### config.mk
export PLATFORM = sky130hd
export DESIGN_NAME = compact_timer_module
export DESIGN_NICKNAME = d
export VERILOG_FILES = /design/src/rtl/compact_timer_pkg.sv /design/src/rtl/compact_timer_module.sv
export SDC_FILE = /design/constraint.sdc
export NUM_CORES = 1
export LEC_CHECK = 0
export BUFFER_PORTS_ARGS = -buffer_cell sky130_fd_sc_hd__clkbuf_2
export CAP_MARGIN = 10
export CORE_MARGIN = 5
export CORE_UTILIZATION = 50
export DETAILED_ROUTE_END_ITERATION = 7
export GPL_TIMING_DRIVEN = 0
export PLACE_DENSITY = 0.72
export REMOVE_ABC_BUFFERS = 1
export SLEW_MARGIN = 15
export SYNTH_ARGS = -nofsm -noshare
export SYNTH_HDL_FRONTEND = slang
export SYNTH_SLANG_ARGS = --single-unit
export TNS_END_PERCENT = 100
### constraint.sdc
create_clock -name sys_clk -period 2.8 [get_ports sys_clk]
set_clock_uncertainty 0.2 [all_clocks]
set_input_delay 0.14 -clock sys_clk [delete_from_list [all_inputs] [get_ports sys_clk]]
set_output_delay 0.14 -clock sys_clk [all_outputs]
set_load 0.02 [all_outputs]
### src/rtl/compact_timer_pkg.sv
package compact_timer_pkg;

   // register byte addresses on the AXI4-Lite slave
   localparam logic [4:0] ADDR_CONTROL_PRIMARY   = 5'h00;
   localparam logic [4:0] ADDR_CONTROL_SECONDARY = 5'h04;
   localparam logic [4:0] ADDR_COUNTER_LOW       = 5'h08;
   localparam logic [4:0] ADDR_COUNTER_HIGH      = 5'h0C;
   localparam logic [4:0] ADDR_COMPARE_A_LOW     = 5'h10;
   localparam logic [4:0] ADDR_COMPARE_A_HIGH    = 5'h14;
   localparam logic [4:0] ADDR_PIN_SELECT        = 5'h18;

   // field positions in the primary control register
   localparam int POS_PAUSE    = 7;
   localparam int POS_CLK_HI   = 6;
   localparam int POS_CLK_LO   = 4;
   localparam int POS_ON       = 3;
   localparam int POS_PERIOD_HI = 2;

   // field positions in the secondary control register
   localparam int POS_MODE_HI  = 7;
   localparam int POS_MODE_LO  = 6;
   localparam int POS_ACT_HI   = 5;
   localparam int POS_ACT_LO   = 4;
   localparam int POS_INIT     = 3;
   localparam int POS_POL      = 2;
   localparam int POS_SWAP     = 1;
   localparam int POS_CLRSEL   = 0;

   // pin select bits
   localparam int POS_PIN_IN   = 0;
   localparam int POS_PIN_OUT  = 1;

   // reset values
   localparam logic [7:0] RESET_CONTROL = 8'h00;
   localparam logic [9:0] RESET_COUNT   = 10'h000;

   // prescale counts for the internal clock choices
   localparam int DIV_SYS4  = 4;
   localparam int DIV_HI16  = 16;
   localparam int DIV_HI64  = 64;

   // axi response codes
   localparam logic [1:0] RESP_OKAY   = 2'h0;
   localparam logic [1:0] RESP_SLVERR = 2'h2;

   // counter clock choices
   typedef enum logic [2:0] {
      CLK_SYS_DIV4 = 3'b000,
      CLK_SYS      = 3'b001,
      CLK_HI_DIV16 = 3'b010,
      CLK_HI_DIV64 = 3'b011,
      CLK_SUB_A    = 3'b100,
      CLK_SUB_B    = 3'b101,
      CLK_EXT_RISE = 3'b110,
      CLK_EXT_FALL = 3'b111
   } count_clock_select_t;

   // operating modes
   typedef enum logic [1:0] {
      MODE_COMPARE = 2'b00,
      MODE_UNDEF   = 2'b01,
      MODE_PWM     = 2'b10,
      MODE_TIMER   = 2'b11
   } operating_mode_select_t;

   // interrupt request pulses toward the interrupt controller
   typedef struct packed {
      logic matchA;
      logic matchP;
   } match_irq_t;

endpackage : compact_timer_pkg

### src/rtl/compact_timer_module.sv
`timescale 1ns/10ps

module compact_timer_module
   import compact_timer_pkg::*;
#(
   parameter int COUNT_WIDTH = 10
) (
   input  wire logic                sys_clk,
   input  wire logic                rst_n,
   // sub clock and high internal clock, sampled and counted on their rising edges
   input  wire logic                high_internal_clock,
   input  wire logic                sub_clock,
   input  wire logic                timer_clock_pin,
   // axi4-lite slave
   input  wire logic [4:0]          s_axi_awaddr,
   input  wire logic                s_axi_awvalid,
   output logic                     s_axi_awready,
   input  wire logic [31:0]         s_axi_wdata,
   input  wire logic [3:0]          s_axi_wstrb,
   input  wire logic                s_axi_wvalid,
   output logic                     s_axi_wready,
   output logic [1:0]               s_axi_bresp,
   output logic                     s_axi_bvalid,
   input  wire logic                s_axi_bready,
   input  wire logic [4:0]          s_axi_araddr,
   input  wire logic                s_axi_arvalid,
   output logic                     s_axi_arready,
   output logic [31:0]              s_axi_rdata,
   output logic [1:0]               s_axi_rresp,
   output logic                     s_axi_rvalid,
   input  wire logic                s_axi_rready,
   // timer output and pin-share control
   output logic                     timer_output_pin,
   output logic                     timerOutputSelected,
   output logic                     timerInputSelected,
   output match_irq_t               matchIrq
);

   logic [7:0]             controlPrimary;   // pause, clock, on, period
   logic [7:0]             controlSecondary; // mode, action, init, ...
   logic [1:0]             pinSelect;        // pin-share bits
   logic [COUNT_WIDTH-1:0] count;            // the timer core
   logic [9:0]             compareA;         // comparator A value
   logic [7:0]             holdBuffer;       // shared low-byte buffer
   logic                   onPrev;           // for on-bit edge detect
   logic [5:0]             prescale;         // sys clock divider
   logic                   hiPrev;           // high clock edge detect
   logic                   subPrev;          // sub clock edge detect
   logic [5:0]             hiDiv;            // high clock divider
   logic                   pinSync1;         // first sync stage only
   logic                   pinSync2;
   logic                   pinSync3;         // history for edge detect
   logic                   tick;             // one count this cycle
   logic                   matchA;
   logic                   matchP;
   logic                   overflow;
   logic                   clearCount;
   logic                   onRise;
   logic                   running;

   // decoded views of the control fields
   count_clock_select_t    clockSel;
   operating_mode_select_t mode;
   logic [2:0]             periodBits;

   assign clockSel   = count_clock_select_t'(
      controlPrimary[POS_CLK_HI:POS_CLK_LO]);
   assign periodBits = controlPrimary[POS_PERIOD_HI:0];
   assign mode       = operating_mode_select_t'(
      controlSecondary[POS_MODE_HI:POS_MODE_LO]);
   assign onRise     = controlPrimary[POS_ON] & ~onPrev;
   // pause and off both freeze the count, only turning on again clears it
   assign running    = controlPrimary[POS_ON]
                       & ~controlPrimary[POS_PAUSE];

   // external pin synchroniser; stage one feeds stage two only
   // the pin is gated first, so an unrouted pin never counts
   always_ff @(posedge sys_clk or negedge rst_n) begin
      if (!rst_n) begin
         pinSync1 <= 1'b0;
         pinSync2 <= 1'b0;
         pinSync3 <= 1'b0;
      end else begin
         pinSync1 <= timer_clock_pin & pinSelect[POS_PIN_IN];
         pinSync2 <= pinSync1;
         pinSync3 <= pinSync2;
      end
   end

   // prescalers; high clock divided by counting its rising edges
   // prescale runs free, so the first /4 tick may come early
   always_ff @(posedge sys_clk or negedge rst_n) begin
      if (!rst_n) begin
         prescale <= 6'h00;
         hiPrev   <= 1'b0;
         subPrev  <= 1'b0;
         hiDiv    <= 6'h00;
      end else begin
         prescale <= prescale + 6'h01;
         hiPrev   <= high_internal_clock;
         subPrev  <= sub_clock;
         if (high_internal_clock & ~hiPrev) begin
            hiDiv <= hiDiv + 6'h01;
         end
      end
   end

   // one-cycle count enable from the selected source
   // the divided clocks count edges of their inputs, not levels
   always_comb begin
      logic hiEdge;
      hiEdge = high_internal_clock & ~hiPrev;
      case (clockSel)
         CLK_SYS_DIV4: tick = (prescale[1:0] == 2'(DIV_SYS4 - 1));
         CLK_SYS:      tick = 1'b1;
         CLK_HI_DIV16: tick = hiEdge & (hiDiv[3:0] == 4'(DIV_HI16 - 1));
         CLK_HI_DIV64: tick = hiEdge & (hiDiv == 6'(DIV_HI64 - 1));
         CLK_SUB_A,
         CLK_SUB_B:    tick = sub_clock & ~subPrev;
         CLK_EXT_RISE: tick = pinSync2 & ~pinSync3;
         CLK_EXT_FALL: tick = ~pinSync2 & pinSync3;
         default:      tick = 1'b0;
      endcase
   end

   // comparators act on the counter value being left behind
   assign matchA   = tick & running & (count == compareA);
   // P fires on the last count below P*128, giving a period of P*128
   // ticks; zero leaves the period to the overflow at full count
   assign matchP   = tick & running & (periodBits != 3'h0)
                     & (count[COUNT_WIDTH-1 -: 3] == (periodBits - 3'h1))
                     & (count[COUNT_WIDTH-4:0] == '1);
   // overflow is the tick that would wrap the counter past its top
   assign overflow = tick & running & (count == '1);
   // pwm mode clears on the period comparator chosen by the swap bit
   always_comb begin
      if (mode == MODE_PWM) begin
         clearCount = controlSecondary[POS_SWAP] ? matchA
                      : (matchP | (periodBits == 3'h0 && overflow));
      end else if (controlSecondary[POS_CLRSEL]) begin
         clearCount = matchA;
      end else begin
         clearCount = matchP | (periodBits == 3'h0 && overflow);
      end
   end

   // the counter itself
   // the on-bit edge wins over any clear or count in the same cycle
   always_ff @(posedge sys_clk or negedge rst_n) begin
      if (!rst_n) begin
         count  <= RESET_COUNT;
         onPrev <= 1'b0;
      end else begin
         onPrev <= controlPrimary[POS_ON];
         if (onRise) begin
            count <= RESET_COUNT;
         end else if (clearCount) begin
            count <= RESET_COUNT;
         end else if (tick & running) begin
            count <= count + 1'b1;
         end
      end
   end

   // interrupt pulses, one cycle per match
   // each pulse rises on the edge that clears or counts past the match, one cycle after it
   always_ff @(posedge sys_clk or negedge rst_n) begin
      if (!rst_n) begin
         matchIrq <= '0;
      end else begin
         matchIrq.matchA <= matchA;
         matchIrq.matchP <= matchP | (periodBits == 3'h0 && overflow);
      end
   end

   // output waveform; level before polarity inversion
   // timer/counter mode leaves the level alone
   logic outLevel;
   logic pwmActive;
   logic [9:0] dutyValue;
   assign dutyValue = controlSecondary[POS_SWAP]
                      ? {periodBits, 7'h00} : compareA;
   assign pwmActive = (count < dutyValue);

   always_ff @(posedge sys_clk or negedge rst_n) begin
      if (!rst_n) begin
         outLevel <= 1'b0;
      end else if (onRise) begin
         outLevel <= controlSecondary[POS_INIT];
      end else if (mode == MODE_COMPARE && matchA) begin
         case (controlSecondary[POS_ACT_HI:POS_ACT_LO])
            2'b01:   outLevel <= 1'b0;
            2'b10:   outLevel <= 1'b1;
            2'b11:   outLevel <= ~outLevel;
            default: outLevel <= outLevel;
         endcase
      end else if (mode == MODE_PWM) begin
         case (controlSecondary[POS_ACT_HI:POS_ACT_LO])
            2'b00:   outLevel <= ~controlSecondary[POS_INIT];
            2'b01:   outLevel <= controlSecondary[POS_INIT];
            // init set means active high, clear means active low
            2'b10:   outLevel <= pwmActive ~^ controlSecondary[POS_INIT];
            // action 11 is undefined here and simply holds the level
            default: outLevel <= outLevel;
         endcase
      end
   end

   // pin drive with polarity; low when the pin keeps its other job
   // registered so the pin never glitches through the polarity xor
   always_ff @(posedge sys_clk or negedge rst_n) begin
      if (!rst_n) begin
         timer_output_pin    <= 1'b0;
         timerOutputSelected <= 1'b0;
         timerInputSelected  <= 1'b0;
      end else begin
         timer_output_pin    <= pinSelect[POS_PIN_OUT] &
                                (outLevel ^ controlSecondary[POS_POL]);
         timerOutputSelected <= pinSelect[POS_PIN_OUT];
         timerInputSelected  <= pinSelect[POS_PIN_IN];
      end
   end

   // axi write path: address and data taken in either order
   logic       awHeld;
   logic       wHeld;
   logic [4:0] awAddr;
   logic [7:0] wByte;
   logic       wLane0;
   logic       doWrite;
   // the write waits while the previous response is still unread
   assign doWrite = awHeld & wHeld & ~s_axi_bvalid;

   always_ff @(posedge sys_clk or negedge rst_n) begin
      if (!rst_n) begin
         awHeld        <= 1'b0;
         wHeld         <= 1'b0;
         awAddr        <= 5'h00;
         wByte         <= 8'h00;
         wLane0        <= 1'b0;
         s_axi_awready <= 1'b0;
         s_axi_wready  <= 1'b0;
         s_axi_bvalid  <= 1'b0;
         s_axi_bresp   <= RESP_OKAY;
      end else begin
         // each ready pulses once, and only while its own channel has nothing parked
         s_axi_awready <= ~awHeld & ~s_axi_awready & s_axi_awvalid;
         s_axi_wready  <= ~wHeld & ~s_axi_wready & s_axi_wvalid;
         if (s_axi_awvalid & s_axi_awready) begin
            awHeld <= 1'b1;
            awAddr <= s_axi_awaddr;
         end
         if (s_axi_wvalid & s_axi_wready) begin
            wHeld  <= 1'b1;
            wByte  <= s_axi_wdata[7:0];
            wLane0 <= s_axi_wstrb[0];
         end
         if (doWrite) begin
            awHeld       <= 1'b0;
            wHeld        <= 1'b0;
            s_axi_bvalid <= 1'b1;
            // the counter pair is read-only, so writes to it are refused
            if (awAddr == ADDR_COUNTER_LOW || awAddr == ADDR_COUNTER_HIGH
                || awAddr > ADDR_PIN_SELECT || awAddr[1:0] != 2'h0) begin
               s_axi_bresp <= RESP_SLVERR;
            end else begin
               s_axi_bresp <= RESP_OKAY;
            end
         end else if (s_axi_bvalid & s_axi_bready) begin
            s_axi_bvalid <= 1'b0;
         end
      end
   end

   // axi read path
   logic readTake;
   assign readTake = s_axi_arvalid & s_axi_arready;

   always_ff @(posedge sys_clk or negedge rst_n) begin
      if (!rst_n) begin
         s_axi_arready <= 1'b0;
         s_axi_rvalid  <= 1'b0;
         s_axi_rdata   <= 32'h0000_0000;
         s_axi_rresp   <= RESP_OKAY;
      end else begin
         // one read at a time: arready stays low while rvalid stands
         s_axi_arready <= ~s_axi_arready & ~s_axi_rvalid & s_axi_arvalid;
         if (readTake) begin
            s_axi_rvalid <= 1'b1;
            s_axi_rresp  <= RESP_OKAY;
            if (s_axi_araddr == ADDR_CONTROL_PRIMARY) begin
               s_axi_rdata <= {24'h000000, controlPrimary};
            end else if (s_axi_araddr == ADDR_CONTROL_SECONDARY) begin
               s_axi_rdata <= {24'h000000, controlSecondary};
            end else if (s_axi_araddr == ADDR_COUNTER_LOW ||
                         s_axi_araddr == ADDR_COMPARE_A_LOW) begin
               s_axi_rdata <= {24'h000000, holdBuffer};
            end else if (s_axi_araddr == ADDR_COUNTER_HIGH) begin
               s_axi_rdata <= {30'h0, count[9:8]};
            end else if (s_axi_araddr == ADDR_COMPARE_A_HIGH) begin
               s_axi_rdata <= {30'h0, compareA[9:8]};
            end else if (s_axi_araddr == ADDR_PIN_SELECT) begin
               s_axi_rdata <= {30'h0, pinSelect};
            end else begin
               s_axi_rdata <= 32'h0000_0000;
               s_axi_rresp <= RESP_SLVERR;
            end
         end else if (s_axi_rvalid & s_axi_rready) begin
            s_axi_rvalid <= 1'b0;
         end
      end
   end

   // registers; software access order is the caller's duty
   always_ff @(posedge sys_clk or negedge rst_n) begin
      if (!rst_n) begin
         controlPrimary   <= RESET_CONTROL;
         controlSecondary <= RESET_CONTROL;
         pinSelect        <= 2'h0;
         compareA         <= 10'h000;
         holdBuffer       <= 8'h00;
      end else begin
         // high-byte reads latch the live low byte
         if (readTake && s_axi_araddr == ADDR_COUNTER_HIGH) begin
            holdBuffer <= count[7:0];
         end else if (readTake && s_axi_araddr == ADDR_COMPARE_A_HIGH) begin
            holdBuffer <= compareA[7:0];
         end
         // a write with lane 0 off changes nothing; a low write in the
         // same cycle as a high read wins, as the later assignment
         if (doWrite && wLane0) begin
            if (awAddr == ADDR_CONTROL_PRIMARY) begin
               controlPrimary <= wByte;
            end else if (awAddr == ADDR_CONTROL_SECONDARY) begin
               controlSecondary <= wByte;
            end else if (awAddr == ADDR_COMPARE_A_LOW) begin
               holdBuffer <= wByte;
            end else if (awAddr == ADDR_COMPARE_A_HIGH) begin
               compareA <= {wByte[1:0], holdBuffer};
            end else if (awAddr == ADDR_PIN_SELECT) begin
               pinSelect <= wByte[1:0];
            end
         end
      end
   end

endmodule : compact_timer_module

==> metrics.cfg <==
[die]
initial_core_util=0.513
fp.dieH_um=110
fp.dieW_um=110
io_pins=102
rows=36
core_area_sq_um=9820
dieArea_sq_um=12200

[synth]
synthTopCellsByArea=dfrtp_1 (48%), mux2_2 (8.7%), ha_1 (4.5%)
synth_seq_cells=97
synthFlopType=dfrtp_1
ys_seq_area_frac=0.482
async_flop_share=1.00
synth_edf_count=0
synth_commonest_cells=dfrtp_1 (97), nand2_1 (46), mux2_2 (39)
synthesis.area_sq_um=5040
synth_area_leader_cell=dfrtp_1
syn_avg_cell_area_sq_um=10.8
syn_inst=465
synth_top_area_share=0.482
synthMostInstantiatedCell=dfrtp_1
ys_types=56
yosys_warnings=0

[setup_path]
reg2reg_from=awHeld$_DFFE_PN0P_
path_max_fanout=11
cpMaxStageDelayCell=nor2_1
worstSetupStartpointType=register
ff2ff_path_depth=5
cp.arrival_ns=2.59
crit_buf_inv=0
reg2reg_to=compareA[6]$_DFFE_PN0P_
cpPeakStageDelay_ns=0.79
required_ns=2.85
cpMostUsedCell=nor2_1
reg2reg_slack_ns=0.26
path_class=reg2reg
endpoint_kind=register
path_delay_family=simple AND/OR/NAND/NOR gates
worstPathCellList=nand2_1 > nor2_1 > nand4_1 > nor2_1 > mux2_2

[timing]
rsz0062_at_grt=false
tns_ns=0
worst_slack_ns=0.265
fmax_ghz=0.394
fin_crit_sh=0.905
relSlewSlack=0.326
finalCriticalPeriod_ns=2.54
setup_viol=0
hold_viol=0
worst_hold_slack_ns=0.0328
worst_pin_slew_ns=1.00
report.final.slew_viol_count=0

[outcome]
run_status=completed

[cells_and_area]
area_delta_synth_final_pct=12.6
layout-drive-gt1-share=0.209
layout.nets=602
antenna_cells=0
nFillCells=836

[pwr]
total_power_mw=4.49
powerDensity_nw_per_um2=791
peakVddDrop_uv=520
p_leak_nw=2.61

[cts]
clk_latency_ns=0.36
cts_tree=built
post-cts-setup-buffers=0
cts_buffer_depth=2
root_buffer=clkbuf_8
numCtsBuffers=9
cts.sinks=97
htreeDepth=3
path_clk_slew_ns=0.09

[global_routing]
grt_pass1_vias=3621
antenna_found_initial=0
grt_usage=0.195
grt_max_degree=98
gr-total-overflow=0
grt_first_pass_wirelength_um=18300

[place]
numPortBuffers=48
dp_slack_ns=0.0646
routabilityCongestion=0.858
hpwl_um=7520

[detailed_routing]
via_count=3598
vias_per_cell=5.41
wl_per_cell_um=16.4
drt_wl_total_um=10900
drtIter0Drc=275
post-route-drc-count=0
ant_nets=0
first_pass_iters=6

[job]
cap_violations=0

[worst_hold_path]
hold_path_end=s_axi_rresp[1]$_DFFE_PN0P_
min_path_cells=3
hold_path_class=in2reg
worstHoldStart=s_axi_araddr[3]

## how the worst max path moves through the flow
| stage | startpoint | endpoint | slack (ns) | depth (start not counted) |
|---|---|---|---|---|
| 2_1_floorplan | hiDiv[0]$_DFFE_PN0N_ | outLevel$_DFFE_PN0P_ | 0.40 | 7 |
| 3_3_place_gp | hiDiv[0]$_DFFE_PN0N_ | count[9]$_DFFE_PN0P_ | 0.09 | 7 |
| 3_5_place_dp | hiDiv[0]$_DFFE_PN0N_ | count[3]$_DFFE_PN0P_ | 0.06 | 7 |
| 4_1_cts | hiDiv[0]$_DFFE_PN0N_ | count[3]$_DFFE_PN0P_ | 0.02 | 7 |
| 5_1_grt | s_axi_arvalid | holdBuffer[7]$_DFF_PN0_ | 0.06 | 6 |
| 6_report | awHeld$_DFFE_PN0P_ | compareA[6]$_DFFE_PN0P_ | 0.26 | 5 |
## routing by layer
metal	track usage	share of wire	vias up
met5	0	0	-
li1	-	-	1707
met1	0.257	0.42	1778
met2	0.326	0.51	101
met3	0.0402	0.051	12
met4	0.0580	0.013	0
## sequential cells by signal (all words and copies together), names as in the netlist, 2 cells and up
signal and count:
hiDiv 6, wByte 8, prescale 2, matchIrq 2, count 10, pinSelect 2, compareA 10, holdBuffer 8
controlSecondary 8, s_axi_rdata 8, awAddr 5, controlPrimary 8
## cells in the final DEF (no fill, tap or decap), types with 5 or more instances in the layout
cell type      instances
xnor2_1               16
ha_1                  18
conb_1                26
clkbuf_2              47
a21oi_1                7
mux2_2                39
xor2_1                13
nand4_1                7
mux2i_1               14
a222oi_1               7
nand2b_1               9
nand2_1               46
nor2b_1                5
nor2_1                29
dfrtp_1               97
clkbuf_8              10
inv_1                 17
nor3_1                 9
o21ai_0               37
dlygate4sd3_1         23
## where the power goes
part           internal (mW)  total (mW)  switching (mW)
combinational          0.663        1.39           0.722
clock                  0.322       0.799           0.477
sequential              1.82        2.30           0.481
total                   2.81        4.49            1.68
## per-stage QoR
step	area [sq um]	instances	utilization
final	5670	665	0.578
after global routing	5670	665	0.578
after CTS	5660	665	0.577
after detailed placement	5270	627	0.537
after global placement	5260	627	0.535
after floorplan	4850	446	-
## tightest hold or removal path, delay by kind of cell
kind	cells	cell delay (ns)
buf+inv	1	0.18
compound gates	2	0.24
## cells by family (layout without fill, tap and decap cells)
logic type,count (synthesis),in the layout,share of synthesized area
buffers and inverters,61,103,0.0686
multiplexers,53,53,0.115
AND/OR/NAND/NOR,133,133,0.139
flip-flops,97,97,0.482
other,1,26,0.000744
XOR/XNOR,29,29,0.0504
AO/OA/AOI/OAI,72,72,0.0981
adder cells (fa/ha/maj),19,19,0.0467
## layout make-up
class	count	area (sq um)	share of cell area
Sequential cell	97	2430	0.428
Multi-Input combinational cell	332	2370	0.418
Clock buffer	11	131	0.0232
Timing Repair Buffer	71	479	0.0845
Clock inverter	4	30.0	0.00529
Inverter	17	63.8	0.0113
Tap cell	133	166	0.0293
## timing repair
item                                   CTS  global route
setup endpoints to repair                0            10
resized for setup                        0             1
endpoints found under the hold margin  120             0
hold buffers                            23             0
No activity file was read; power rests on OpenSTA's default activity.
